[src/nsg_pkg.sv]
// package for the noise-shaping and gain control block
// assumes a single 100 MHz clock and a plain register port
package nsg_pkg;
  localparam int CLK_MHZ = 100;
  // register map (byte addresses, one word each)
  localparam logic [7:0] NSG_ADDR_CTRL = 8'h00;
  localparam logic [7:0] NSG_ADDR_CORNER = 8'h04;
  localparam logic [7:0] NSG_ADDR_GAIN = 8'h08;
  localparam logic [7:0] NSG_ADDR_STATUS = 8'h0C;
  localparam logic [7:0] NSG_ADDR_FSCALE = 8'h10;
  localparam logic [7:0] NSG_ADDR_CENTER = 8'h14;
  // control fields
  localparam int CTRL_SHAPE_EN_BIT = 0;
  localparam int CTRL_EXT_REF_BIT = 1;
  // corner fields
  localparam int CORNER_LOW_LSB = 0;
  localparam int CORNER_HIGH_LSB = 4;
  localparam int CODE_W = 4;
  // gain fields
  localparam int GAIN_COARSE_BIT = 0;
  localparam int GAIN_FINE_LSB = 4;
  localparam logic [3:0] FINE_MAX = 4'hC;
  // status fields
  localparam int STAT_ACTIVE_BIT = 0;
  localparam int STAT_PEND_BIT = 1;
  localparam int STAT_LAT_LSB = 4;
  // timing in sample clock cycles
  localparam logic [4:0] LAT_OFF = 5'h0E;
  localparam logic [4:0] LAT_ON = 5'h0F;
  localparam logic [2:0] ON_DELAY = 3'h4;
  localparam logic [2:0] OFF_DELAY = 3'h1;
  // reset values
  localparam logic [31:0] CTRL_RST = 32'h0000_0000;
  localparam logic [31:0] CORNER_RST = 32'h0000_0000;
  localparam logic [31:0] GAIN_RST = 32'h0000_0000;
  localparam logic [31:0] RD_ZERO = 32'h0000_0000;
  // full scale in centivolts for 0 dB, 3.5 dB coarse
  localparam logic [7:0] FS_0DB = 8'hC8;
  localparam logic [7:0] FS_COARSE = 8'h86;
  localparam logic [1:0] CFG_ONEHOT_W = 2'h3;

  typedef enum logic [2:0] {
    NSG_OFF = 3'b001,
    NSG_ARM = 3'b010,
    NSG_ON = 3'b100
  } nsg_state_t;
endpackage

[src/nsg_corner_lut.sv]
// corner code to normalized corner frequency, in thousandths of fs
// purely combinational; the main block registers the result
`timescale 1ns/1ps
module nsg_corner_lut
  import nsg_pkg::*;
(
  input wire logic [3:0] code,
  output logic [9:0] milli
);
  // upper half of code space covers the low corners
  always_comb begin
    case (code)
      4'h0: milli = 10'h0FA;
      4'h1: milli = 10'h10E;
      4'h2: milli = 10'h122;
      4'h3: milli = 10'h137;
      4'h4: milli = 10'h14D;
      4'h5: milli = 10'h165;
      4'h6: milli = 10'h181;
      4'h7: milli = 10'h1A4;
      4'h8: milli = 10'h000;
      4'h9: milli = 10'h050;
      4'hA: milli = 10'h073;
      4'hB: milli = 10'h08F;
      4'hC: milli = 10'h0A7;
      4'hD: milli = 10'h0BD;
      4'hE: milli = 10'h0D2;
      default: milli = 10'h0E6;
    endcase
  end
endmodule

[src/nsg_ctrl.sv]
// noise-shaping, gain and reference-mode control for the converter
// assumes a synchronous register port, one clock, sample clock = mclk
// Contract
// - shaping off after reset, on by bit
// - latency 15 when shaping, else 14
// - on takes effect 4 cycles after write
// - off takes effect one cycle later
// - corner codes map to normalized corners
// - band center is mean of corners
// - shaping adds one cycle of latency
// - gain 0 dB after reset
// - coarse gain fixed 3.5 dB bit
// - fine gain 0 to 6 dB, 0.5 steps
// - full scale scales with gain
// - reference select, common-mode pin direction
`timescale 1ns/1ps
module nsg_ctrl
  import nsg_pkg::*;
(
  input wire logic mclk,
  input wire logic sys_rst,
  input wire logic [7:0] reg_addr,
  input wire logic [31:0] reg_wdata,
  input wire logic reg_wr,
  input wire logic reg_rd,
  output logic [31:0] reg_rdata,
  output logic shape_active,
  output logic [4:0] latency,
  output logic [3:0] shaping_corner_code_low,
  output logic [3:0] shaping_corner_code_high,
  output logic [9:0] center_milli,
  output logic coarse_gain_on,
  output logic [3:0] fine_gain_code,
  output logic [7:0] full_scale_cv,
  output logic ext_ref,
  output logic common_mode_pin_oe
);

  typedef struct packed {
    nsg_state_t st;
    logic [2:0] cnt;
    logic en_req;
    logic ext_ref;
    logic [3:0] cor_lo;
    logic [3:0] cor_hi;
    logic coarse;
    logic [3:0] fine;
    logic active;
    logic [4:0] lat;
    logic [9:0] center;
    logic [7:0] fscale;
    logic cm_oe;
    logic [31:0] rdata;
  } nsg_regs_t;

  nsg_regs_t s_r;
  nsg_regs_t s_nxt;
  logic [9:0] lo_milli;
  logic [9:0] hi_milli;

  // full-scale range per gain step in centivolts
  function automatic logic [7:0] fine_fs(input logic [3:0] f);
    case (f)
      4'h0: fine_fs = FS_0DB;
      4'h1: fine_fs = 8'hBD;
      4'h2: fine_fs = 8'hB2;
      4'h3: fine_fs = 8'hA8;
      4'h4: fine_fs = 8'h9F;
      4'h5: fine_fs = 8'h96;
      4'h6: fine_fs = 8'h8E;
      4'h7: fine_fs = 8'h86;
      4'h8: fine_fs = 8'h7E;
      4'h9: fine_fs = 8'h77;
      4'hA: fine_fs = 8'h70;
      4'hB: fine_fs = 8'h6A;
      default: fine_fs = 8'h64;
    endcase
  endfunction

  // out-of-range fine codes are clamped to 6 dB
  function automatic logic [3:0] clamp_fine(input logic [3:0] f);
    clamp_fine = (f > FINE_MAX) ? FINE_MAX : f;
  endfunction

  nsg_corner_lut u_lut_lo (
    .code(s_r.cor_lo),
    .milli(lo_milli)
  );

  nsg_corner_lut u_lut_hi (
    .code(s_r.cor_hi),
    .milli(hi_milli)
  );

  always_comb begin
    logic [10:0] sum;
    logic wr_ctrl;
    sum = 11'h000;
    wr_ctrl = 1'b0;
    s_nxt = s_r;
    wr_ctrl = reg_wr && (reg_addr == NSG_ADDR_CTRL);
    // register writes; corners and the enable sit at different addresses, never in one write cycle
    if (wr_ctrl) begin
      s_nxt.en_req = reg_wdata[CTRL_SHAPE_EN_BIT];
      s_nxt.ext_ref = reg_wdata[CTRL_EXT_REF_BIT];
    end
    if (reg_wr && (reg_addr == NSG_ADDR_CORNER)) begin
      s_nxt.cor_lo = reg_wdata[CORNER_LOW_LSB +: CODE_W];
      s_nxt.cor_hi = reg_wdata[CORNER_HIGH_LSB +: CODE_W];
    end
    if (reg_wr && (reg_addr == NSG_ADDR_GAIN)) begin
      s_nxt.coarse = reg_wdata[GAIN_COARSE_BIT];
      s_nxt.fine = clamp_fine(reg_wdata[GAIN_FINE_LSB +: CODE_W]);
    end
    // activation sequencer; the write cycle stands for the 16th shift edge
    case (s_r.st)
      NSG_OFF: begin
        if (wr_ctrl && reg_wdata[CTRL_SHAPE_EN_BIT]) begin
          s_nxt.st = NSG_ARM;
          // full count: one step per edge, so the mode lands on the fourth edge after the write
          s_nxt.cnt = ON_DELAY;
        end
      end
      NSG_ARM: begin
        if (wr_ctrl && !reg_wdata[CTRL_SHAPE_EN_BIT]) begin
          s_nxt.st = NSG_OFF;
        end else if (s_r.cnt == OFF_DELAY) begin
          s_nxt.st = NSG_ON;
          s_nxt.active = 1'b1;
        end else begin
          s_nxt.cnt = s_r.cnt - OFF_DELAY;
        end
      end
      NSG_ON: begin
        if (wr_ctrl && !reg_wdata[CTRL_SHAPE_EN_BIT]) begin
          s_nxt.st = NSG_OFF;
          s_nxt.active = 1'b0;
        end
      end
      default: begin
        s_nxt.st = NSG_OFF;
        s_nxt.active = 1'b0;
      end
    endcase
    // only latency changes with the mode, no extra delay stage
    s_nxt.lat = s_nxt.active ? LAT_ON : LAT_OFF;
    // band center in thousandths of fs
    sum = {1'b0, lo_milli} + {1'b0, hi_milli};
    s_nxt.center = sum[10:1];
    // coarse setting overrides the fine table
    s_nxt.fscale = s_nxt.coarse ? FS_COARSE : fine_fs(s_nxt.fine);
    // common-mode pin is an input in external mode
    s_nxt.cm_oe = !s_nxt.ext_ref;
    // read data valid only in the cycle after the strobe
    s_nxt.rdata = RD_ZERO;
    if (reg_rd) begin
      case (reg_addr)
        NSG_ADDR_CTRL: begin
          s_nxt.rdata[CTRL_SHAPE_EN_BIT] = s_r.en_req;
          s_nxt.rdata[CTRL_EXT_REF_BIT] = s_r.ext_ref;
        end
        NSG_ADDR_CORNER: begin
          s_nxt.rdata[CORNER_LOW_LSB +: CODE_W] = s_r.cor_lo;
          s_nxt.rdata[CORNER_HIGH_LSB +: CODE_W] = s_r.cor_hi;
        end
        NSG_ADDR_GAIN: begin
          s_nxt.rdata[GAIN_COARSE_BIT] = s_r.coarse;
          s_nxt.rdata[GAIN_FINE_LSB +: CODE_W] = s_r.fine;
        end
        NSG_ADDR_STATUS: begin
          s_nxt.rdata[STAT_ACTIVE_BIT] = s_r.active;
          s_nxt.rdata[STAT_PEND_BIT] = (s_r.st == NSG_ARM);
          s_nxt.rdata[STAT_LAT_LSB +: 5] = s_r.lat;
        end
        NSG_ADDR_FSCALE: s_nxt.rdata[7:0] = s_r.fscale;
        NSG_ADDR_CENTER: s_nxt.rdata[9:0] = s_r.center;
        default: s_nxt.rdata = RD_ZERO; // unmapped reads zero
      endcase
    end
  end

  // all state in one register; reset gives shaping off, 0 dB
  always_ff @(posedge mclk) begin
    if (sys_rst) begin
      s_r.st <= NSG_OFF;
      s_r.cnt <= 3'h0;
      s_r.en_req <= CTRL_RST[CTRL_SHAPE_EN_BIT];
      s_r.ext_ref <= CTRL_RST[CTRL_EXT_REF_BIT];
      s_r.cor_lo <= CORNER_RST[3:0];
      s_r.cor_hi <= CORNER_RST[7:4];
      s_r.coarse <= GAIN_RST[GAIN_COARSE_BIT];
      s_r.fine <= GAIN_RST[7:4];
      s_r.active <= 1'b0;
      s_r.lat <= LAT_OFF;
      s_r.center <= 10'h0FA;
      s_r.fscale <= FS_0DB;
      s_r.cm_oe <= 1'b1;
      s_r.rdata <= RD_ZERO;
    end else begin
      s_r <= s_nxt;
    end
  end

  assign reg_rdata = s_r.rdata;
  assign shape_active = s_r.active;
  assign latency = s_r.lat;
  assign shaping_corner_code_low = s_r.cor_lo;
  assign shaping_corner_code_high = s_r.cor_hi;
  assign center_milli = s_r.center;
  assign coarse_gain_on = s_r.coarse;
  assign fine_gain_code = s_r.fine;
  assign full_scale_cv = s_r.fscale;
  assign ext_ref = s_r.ext_ref;
  assign common_mode_pin_oe = s_r.cm_oe;
endmodule

[config.mk]
export PLATFORM = sky130hd
export DESIGN_NAME = nsg_ctrl
export DESIGN_NICKNAME = d
export VERILOG_FILES = /design/src/nsg_pkg.sv /design/src/nsg_corner_lut.sv /design/src/nsg_ctrl.sv
export SDC_FILE = /design/constraint.sdc
export NUM_CORES = 1
export LEC_CHECK = 0
export CORE_MARGIN = 4
export CORE_UTILIZATION = 25
export CTS_BUF_LIST = sky130_fd_sc_hd__clkbuf_16
export DETAILED_ROUTE_END_ITERATION = 10
export DONT_BUFFER_PORTS = 1
export SYNTH_ARGS = -nofsm -noshare
export SYNTH_HDL_FRONTEND = slang
export SYNTH_HIERARCHICAL = 1
export SYNTH_SLANG_ARGS = --single-unit
[constraint.sdc]
create_clock -name mclk -period 3.71 [get_ports mclk]
set_input_delay 0.742 -clock mclk [delete_from_list [all_inputs] [get_ports mclk]]
set_output_delay 0.742 -clock mclk [all_outputs]
set_load 0.1 [all_outputs]
==> results.cfg, run 1 <==
[status]
status = completed

[cells_and_area]
multi_input_area_sq_um = 2296
drive_above_1_share = 0.09048
nFillCells = 1677
final_area_sq_um = 3920
syn_to_final_growth_pct = -0.4448
diodes = 0
regArea_sq_um = 1025
stdcell_count = 631
fin_nets = 498

[global_routing]
grt_start_max_net_pins = 47
grt_remaining_overflow = 0
antenna_found_initial = 0
grt_pass1_wl_um = 15750
grt_pass1_vias = 2771
grt_usage = 0.1110

[power]
report.power.total_mw = 1.226
p_per_area_nw_per_um2 = 312.7
power.internal_mw = 0.8786
peakVddDrop_mv = 0.2538
pwr-share-seq = 0.465
pwr-share-comb = 0.122
cellLeakagePower_nw = 1.600
p_clk_frac = 0.413
power.share.switching = 0.2833
switching_power_mw = 0.3473

[min_path]
holdCritPathClass = reg2reg
min_path_cells = 2
hold_end = s_r[71]
holdCritStartpoint = s_r[71]

[synthesis]
synth_commonest_cells = 71 x buf_4, 51 x dfxtp_1, 42 x nor2_1
synth_top_area_share = 0.2593
synth_edf_count = 0
syn_area_per_cell_sq_um = 8.450
synth-seq-cells = 51
netlist_instances = 466
yosysUniqueCellTypes = 64
synth_area_leader_cell = dfxtp_1
synthTopCellsByArea = dfxtp_1 26%, buf_4 14%, ha_1 10%
ys_seq_area_frac = 0.2593
yosysMostFrequentCell = buf_4
yosys_warnings = 6
async_flop_share = 0
synth_ff_type = dfxtp_1
syn_area_sq_um = 3938

[cts]
htreeDepth = 2
cts_buffer_depth = 2
cts_setup_buffers = 0
cts_resized = 0
holdBufCountCts = 0
cts-root-buf = clkbuf_16
cts.clk_slew.worst_paths_ns = 0.07
cts_buffers = 5
clock_sinks = 51
cts_tree = yes
insertion_delay_ns = 0.28

[timing]
fin_skew_ns = 0.003601
final_hold_viol_count = 0
slew_headroom = 0.2090
rsz0062_at_grt = false
fmax_mhz = 313.6
layout_min_cycle_time_ns = 3.189
fin_crit_sh = 0.8595
hold_ws_ns = 0.5031
setup-tns-final_ns = 0
drv_slew = 0
setup_viol = 0
worst_slew_pin_slew_ns = 1.185

[worst_setup_path]
worstSetupEndpointType = register
critical_path_peak_fanout = 11
startpoint_type = register
worstSetupPathType = reg2reg
ff2ff_setup_slack_ns = 0.52
worstRegToRegCells = 12
reg2reg_to = center_milli[7]
reg2reg_from = shaping_corner_code_low[1]
required_ns = 3.88
cp_data_arrival_time_ns = 3.35

[routing]
vias_per_cell = 4.599
wl_met3_um = 1067
wl_um = 10080
final_antenna_net_count = 0
top_layer_used = met4
wl_met2_um = 4562
drt_iter0_drc = 205
wl_met1_um = 4288
drc = 0
drt_pass1_iterations = 4
vias = 2902
wire_per_inst_um = 15.97

[placement]
portBuffers = 0
dpl.cell_count = 624
detailed_place_hpwl_um = 8153
gp_congestion = 0.8374
post_dp_cell_area_sq_um = 3761

[floorplan]
coreArea_sq_um = 15310
start_util = 0.2571
io_pins = 115
fp.dieW_um = 133.5
die_h_um = 133.5
die_area_sq_um = 17820
rows = 45

[job]
cap_violations = 0
[final cells by class]
type | count | area share
clock buffers | 5 | 0.03192
clock inverters | 2 | 0.008618
inverters | 23 | 0.02202
multi-input cells | 327 | 0.5857
flip-flops and latches | 51 | 0.2614
well taps | 211 | 0.06735
repair buffers | 12 | 0.02298
[power by group through the flow]
stage | clock, mW | sequential, mW | combinational, mW
4_1_cts | 0.519 | 0.569 | 0.149
3_5_place_dp | 0 | 0.582 | 0.149
5_1_grt | 0.540 | 0.569 | 0.155
6_report | 0.507 | 0.569 | 0.150
3_3_place_gp | 0 | 0.582 | 0.148
2_1_floorplan | 0 | 0.564 | 0.201
[cells by family (layout without fill, tap and decap cells)]
logic type / count (synthesis) / after routing / share of synthesized area
xor+xnor: 3 / 3 / 0.006674
buf+inv: 112 / 42 / 0.1805
other cells: 4 / 28 / 0.003812
mux: 28 / 28 / 0.08516
flops: 51 / 51 / 0.2593
compound gates: 106 / 106 / 0.1770
simple gates: 128 / 128 / 0.1776
fa+ha+maj: 34 / 34 / 0.1099
[metal layers]
metal  GRT usage  vias up
met5           0        -
met4     0.03086        0
met3     0.04154       11
met2      0.1738      101
met1      0.1435     1359
li1            -     1431
[registers in the layout, indices dropped and copies added, names as in the netlist, 4 cells and up]
| signal | count |
|---|---|
| reg_rdata | 10 |
| shaping_corner_code_high | 4 |
| s_r | 7 |
| shaping_corner_code_low | 4 |
| fine_gain_code | 4 |
| full_scale_cv | 8 |
| center_milli | 10 |
[how the worst max path moves through the flow]
| stage | from | endpoint | slack [ns] | depth (start not counted) |
|---|---|---|---|---|
| 2_1_floorplan | reg_addr[4] | full_scale_cv[4] | 0.83 | 11 |
| 5_1_grt | shaping_corner_code_low[1] | center_milli[7] | 0.17 | 12 |
| 3_5_place_dp | shaping_corner_code_low[1] | center_milli[7] | 0.53 | 12 |
| 3_3_place_gp | shaping_corner_code_low[1] | center_milli[7] | 0.64 | 12 |
| 4_1_cts | shaping_corner_code_low[1] | center_milli[7] | 0.52 | 12 |
| 6_report | shaping_corner_code_low[1] | center_milli[7] | 0.52 | 12 |
[layout by cell type, fill, tap and decap left out, types with 3 or more instances in the layout]
master	netlist	final
o22ai_1	5	5
a21o_1	8	8
mux2i_1	18	18
o21bai_1	4	4
dfxtp_2	0	3
nor4_1	5	5
a21oi_1	27	27
a211oi_1	6	6
a22oi_1	9	9
nand2_1	22	22
nor3b_1	3	3
ha_1	33	33
mux4_2	3	3
inv_1	22	23
a22o_1	3	3
and3_1	4	4
mux2_2	4	4
o21ai_0	20	20
and2_1	6	6
conb_1	4	28
a31oi_1	3	3
dfxtp_1	51	48
nor2b_1	11	11
buf_4	71	12
nor3_1	7	7
nand3b_1	3	3
nand2b_1	9	9
clkbuf_16	0	5
nor2_1	42	42
o32ai_1	3	3
[worst max-delay path, cell delays in order, from the launching register on]
cell,delay [ns]
dfxtp_1,0.59
inv_1,0.22
ha_1,0.25
inv_1,0.05
a21oi_1,0.06
a21oi_1,0.18
inv_1,0.09
fa_1,0.44
nor2b_1,0.20
o21ai_0,0.13
a21boi_0,0.43
o21ai_0,0.26
mux2i_1,0.16
[through the flow]
stage | setup slack, ns | util
floorplan | 0.8313 | -
finish | 0.5214 | 0.2560
detailed placement | 0.5304 | 0.2456
CTS | 0.5182 | 0.2560
global route | 0.1651 | 0.2560
global placement | 0.6386 | 0.2456
Power figures use the tool's default switching activity.
==> inputs of run 2 (changes only) <==
Settings changed: BUFFER_PORTS_ARGS from default to -buffer_cell sky130_fd_sc_hd__buf_4, CTS_CLUSTER_SIZE from default to 14, DONT_BUFFER_PORTS 1 to default, PLACE_DENSITY from default to 0.5.
==> results.cfg, run 2 (synthesis results as in run 1) <==
[worst_setup_path]
critical_path_peak_fanout = 10
worstSetupPathType = reg2reg
startpoint_type = register
crit_slowest_cell = dfxtp_1
cp_data_arrival_time_ns = 3.19
required_ns = 3.93
worstSetupEndpointType = register
cp_slowest_stage_delay_ns = 0.57
cp_cell_sequence = inv_1 > ha_1 > nand2_1 > o22ai_1 > a21oi_1 > ha_1 > nor2b_1 > o21ai_0 > a21boi_0 > buf_4 > o21ai_0 > mux2i_1

[power]
p_per_area_nw_per_um2 = 284.6
peakVddDrop_mv = 0.1738
cellLeakagePower_nw = 1.883

[placement]
gp_congestion = 0.8279
detailed_place_hpwl_um = 7948
portBuffers = 64

[cells_and_area]
regArea_sq_um = 1021
drive_above_1_share = 0.1983
final_cell_mix = 70 x buf_4, 51 x dfxtp_1, 42 x nor2_1
mostFrequentLayoutCell = buf_4
syn_to_final_growth_pct = 10.33
nFillCells = 1658
multi_input_area_sq_um = 2296
fin_nets = 556
diodes = 0

[routing]
wl_um = 10080
final_antenna_net_count = 0
drt_pass1_iterations = 4
vias_per_cell = 4.480
vias = 3091
drt_iter0_drc = 264
wire_per_inst_um = 14.61
drc = 0

[global_routing]
antenna_found_initial = 0
grt_pass1_vias = 2966
grt_usage = 0.1100
grt_pass1_wl_um = 15850
grt_start_max_net_pins = 47
grt_remaining_overflow = 0

[timing]
drv_slew = 0
fmax_mhz = 336.4
fin_crit_sh = 0.8014
slew_headroom = 0.5546
layout_min_cycle_time_ns = 2.973
worst_slew_pin_slew_ns = 0.6672
rsz0062_at_grt = false
setup_viol = 0
fin_skew_ns = 0.01380
final_hold_viol_count = 0
setup-tns-final_ns = 0
hold_ws_ns = 0.4829

[cts]
cts.clk_slew.worst_paths_ns = 0.07
holdBufCountCts = 0
cts_setup_buffers = 0
cts_buffers = 5
clock_sinks = 51
cts_buffer_depth = 2
cts_resized = 0
insertion_delay_ns = 0.30
htreeDepth = 2
cts-root-buf = clkbuf_16
cts_tree = yes

[floorplan]
die_h_um = 133.5
die_area_sq_um = 17820
io_pins = 115
start_util = 0.2571
rows = 45
fp.dieW_um = 133.5
coreArea_sq_um = 15310

[min_path]
holdCritPathClass = reg2reg

[status]
status = completed

[job]
cap_violations = 0
[run 2: cell types whose count changed in the layout (fill, tap and decap cells not counted), sizes merged]
cell    before  now
buf         12   70
bufinv       1    0
clkinv       0    1
inv         24   25
[run 2: final timing paths]
path	slack (ns)	depth (start not counted)	to	from
max reg2reg	0.74	12	center_milli[7]	shaping_corner_code_low[0]
min reg2reg	0.48	1	reg_rdata[9]	center_milli[9]
max	0.74	12	center_milli[7]	shaping_corner_code_low[0]
min	0.48	1	reg_rdata[9]	center_milli[9]
[run 2: area by class of cell]
| cell class | count | share of cell area |
|---|---|---|
| repair buffers | 70 | 0.1210 |
| multi-input cells | 327 | 0.5285 |
| well taps | 211 | 0.06077 |
| clock inverters | 3 | 0.006048 |
| clock buffers | 5 | 0.02880 |
| flip-flops and latches | 51 | 0.2350 |
| inverters | 23 | 0.01987 |
[run 2: per-stage QoR]
stage               std cells  power (mW)    util  area, sq um  setup WS, ns
detailed placement        682      0.7707  0.2738         4193        0.5722
finish                    690       1.237  0.2837         4344        0.7369
global placement          682      0.7701  0.2738         4193        0.5631
floorplan                 490      0.7642       -         4028        0.8313
CTS                       690       1.247  0.2837         4344        0.6762
global route              690       1.280  0.2837         4344        0.4394
[run 2: layer usage]
metal	wire (um)	GRT usage
met5	0	0
met4	127	0.02514
met3	704	0.02606
met2	4476	0.1752
met1	4773	0.1515
[run 2: report_power, final]
part / switching [mW] / leakage [nW] / total (mW) / internal (mW)
registers: 0.00204 / 0.412 / 0.551 / 0.549
clock network: 0.221 / 0.0748 / 0.478 / 0.257
logic: 0.175 / 1.40 / 0.207 / 0.0321
[run 2: worst max-delay path, delay by kind of cell, from the launching register on]
kind	cells	cell delay (ns)
compound gates	5	0.95
fa+ha+maj	2	0.54
buf+inv	2	0.37
flops	1	0.57
mux	1	0.24
simple gates	2	0.23
==> inputs of run 3 (changes only) <==
Settings changed: PLACE_DENSITY 0.5 to 0.51.
Clock period 3.71 ns to 2.7 ns, I/O delays scaled along.
==> results.cfg, run 3 (synthesis results as in run 1) <==
[cts]
htreeDepth = 2
cts.clk_slew.worst_paths_ns = 0.07
cts_setup_buffers = 0
cts_tree = yes
clock_sinks = 51
cts_buffers = 5
cts_buffer_depth = 2
cts-root-buf = clkbuf_16
insertion_delay_ns = 0.29

[worst_setup_path]
critical_path_peak_fanout = 8
cp_data_arrival_time_ns = 2.71
worstSetupEndpointType = register
startpoint_type = register
worstRegToRegCells = 10
worstSetupStartpoint = shaping_corner_code_low[0]
reg2reg_to = center_milli[8]
worstSetupPathType = reg2reg
ff2ff_setup_slack_ns = 0.17
reg2reg_from = shaping_corner_code_low[0]
required_ns = 2.88

[timing]
drv_slew = 0
fmax_mhz = 395.0
fin_crit_sh = 0.9377
final_hold_viol_count = 0
setup_viol = 0
worst_slew_pin_slew_ns = 0.5995
layout_min_cycle_time_ns = 2.532
rsz0062_at_grt = false
slew_headroom = 0.5992
fin_skew_ns = 0.006013
setup-tns-final_ns = 0

[floorplan]
die_area_sq_um = 17820
fp.dieW_um = 133.5
io_pins = 115
start_util = 0.2571
rows = 45
die_h_um = 133.5
coreArea_sq_um = 15310

[routing]
wire_per_inst_um = 14.62
drt_iter0_drc = 180
vias = 3154
drt_pass1_iterations = 4
wl_um = 10320
drc = 0
final_antenna_net_count = 0
vias_per_cell = 4.467

[global_routing]
grt_pass1_vias = 3097
grt_remaining_overflow = 0
grt_start_max_net_pins = 47
antenna_found_initial = 0
grt_pass1_wl_um = 16370
grt_usage = 0.1136

[placement]
portBuffers = 64
gp_congestion = 0.8212
detailed_place_hpwl_um = 8349
post_dp_cell_area_sq_um = 4313

[power]
power.internal_mw = 1.233
peakVddDrop_mv = 0.2084
p_clk_frac = 0.404
p_per_area_nw_per_um2 = 389.3
power.share.switching = 0.2965
switching_power_mw = 0.5198
cellLeakagePower_nw = 1.978
pwr-share-seq = 0.431
pwr-share-comb = 0.165

[min_path]
holdCritStartpoint = center_milli[9]
min_path_cells = 1
hold_end = reg_rdata[9]
holdCritPathClass = reg2reg

[job]
cap_violations = 0

[cells_and_area]
diodes = 0
regArea_sq_um = 1033
final_cell_mix = 86 x buf_4, 45 x dfxtp_1, 42 x nor2_1
syn_to_final_growth_pct = 14.36
nFillCells = 1647
drive_above_1_share = 0.2424
fin_nets = 572
final_area_sq_um = 4503
multi_input_area_sq_um = 2310
mostFrequentLayoutCell = buf_4

[status]
status = completed
run 3: cell count changes in the layout (fill, tap and decap cells not counted), sizes merged:
cell,previous run,this run
bufinv,0,1
inv,25,23
clkinv,1,2
buf,70,86
run 3: area by class of cell:
| type | count | area share |
|---|---|---|
| Multi-Input combinational cell | 327 | 0.5129 |
| Sequential cell | 51 | 0.2295 |
| Timing Repair Buffer | 86 | 0.1434 |
| Tap cell | 211 | 0.05863 |
| Clock buffer | 5 | 0.02779 |
| Inverter | 23 | 0.01917 |
| Clock inverter | 3 | 0.008614 |
run 3: per-layer routing:
metal	vias to the layer above	global-route usage	share of wire
met5	-	0	0
met4	0	0.03143	0.012
li1	1592	-	-
met2	90	0.1772	0.44
met1	1462	0.1602	0.49
met3	10	0.02190	0.066
run 3: power by group through the flow:
stage	Clock, mW	Sequential (mW)	Combinational, mW
floorplan	0	0.775	0.276
global placement	0	0.776	0.287
detailed placement	0	0.776	0.288
CTS	0.730	0.758	0.288
global route	0.763	0.756	0.302
finish	0.708	0.756	0.289
run 3: metrics by stage:
step	hold WS [ns]	instances	power, mW	setup slack, ns	utilization
global route	0.4957	706	1.821	0.03212	0.2940
detailed placement	0.4767	698	1.063	-0.1257	0.2816
finish	0.4812	706	1.753	0.1682	0.2940
CTS	0.4834	706	1.776	0.01604	0.2925
floorplan	0.4538	490	1.050	0.02333	-
global placement	0.4782	698	1.062	-0.01304	0.2816
run 3: timing repair:
action	4_1_cts	5_1_grt
gates resized for setup	3	13
hold buffers	0	0
pin swaps	0	1
setup endpoints to repair	3	6
run 3: critical path, stage by stage, from the launching register on:
cell     delay, ns
dfxtp_4       0.41
inv_1         0.12
ha_1          0.35
a21oi_1       0.16
mux2i_1       0.10
ha_1          0.36
a21o_1        0.20
a21o_1        0.18
a21oi_1       0.14
o21ai_0       0.13
mux2_2        0.28
run 3: how the worst max path moves through the flow:
stage / end
floorplan: full_scale_cv[4]
global placement: center_milli[7]
detailed placement: center_milli[7]
CTS: center_milli[7]
global route: center_milli[8]
finish: center_milli[8]
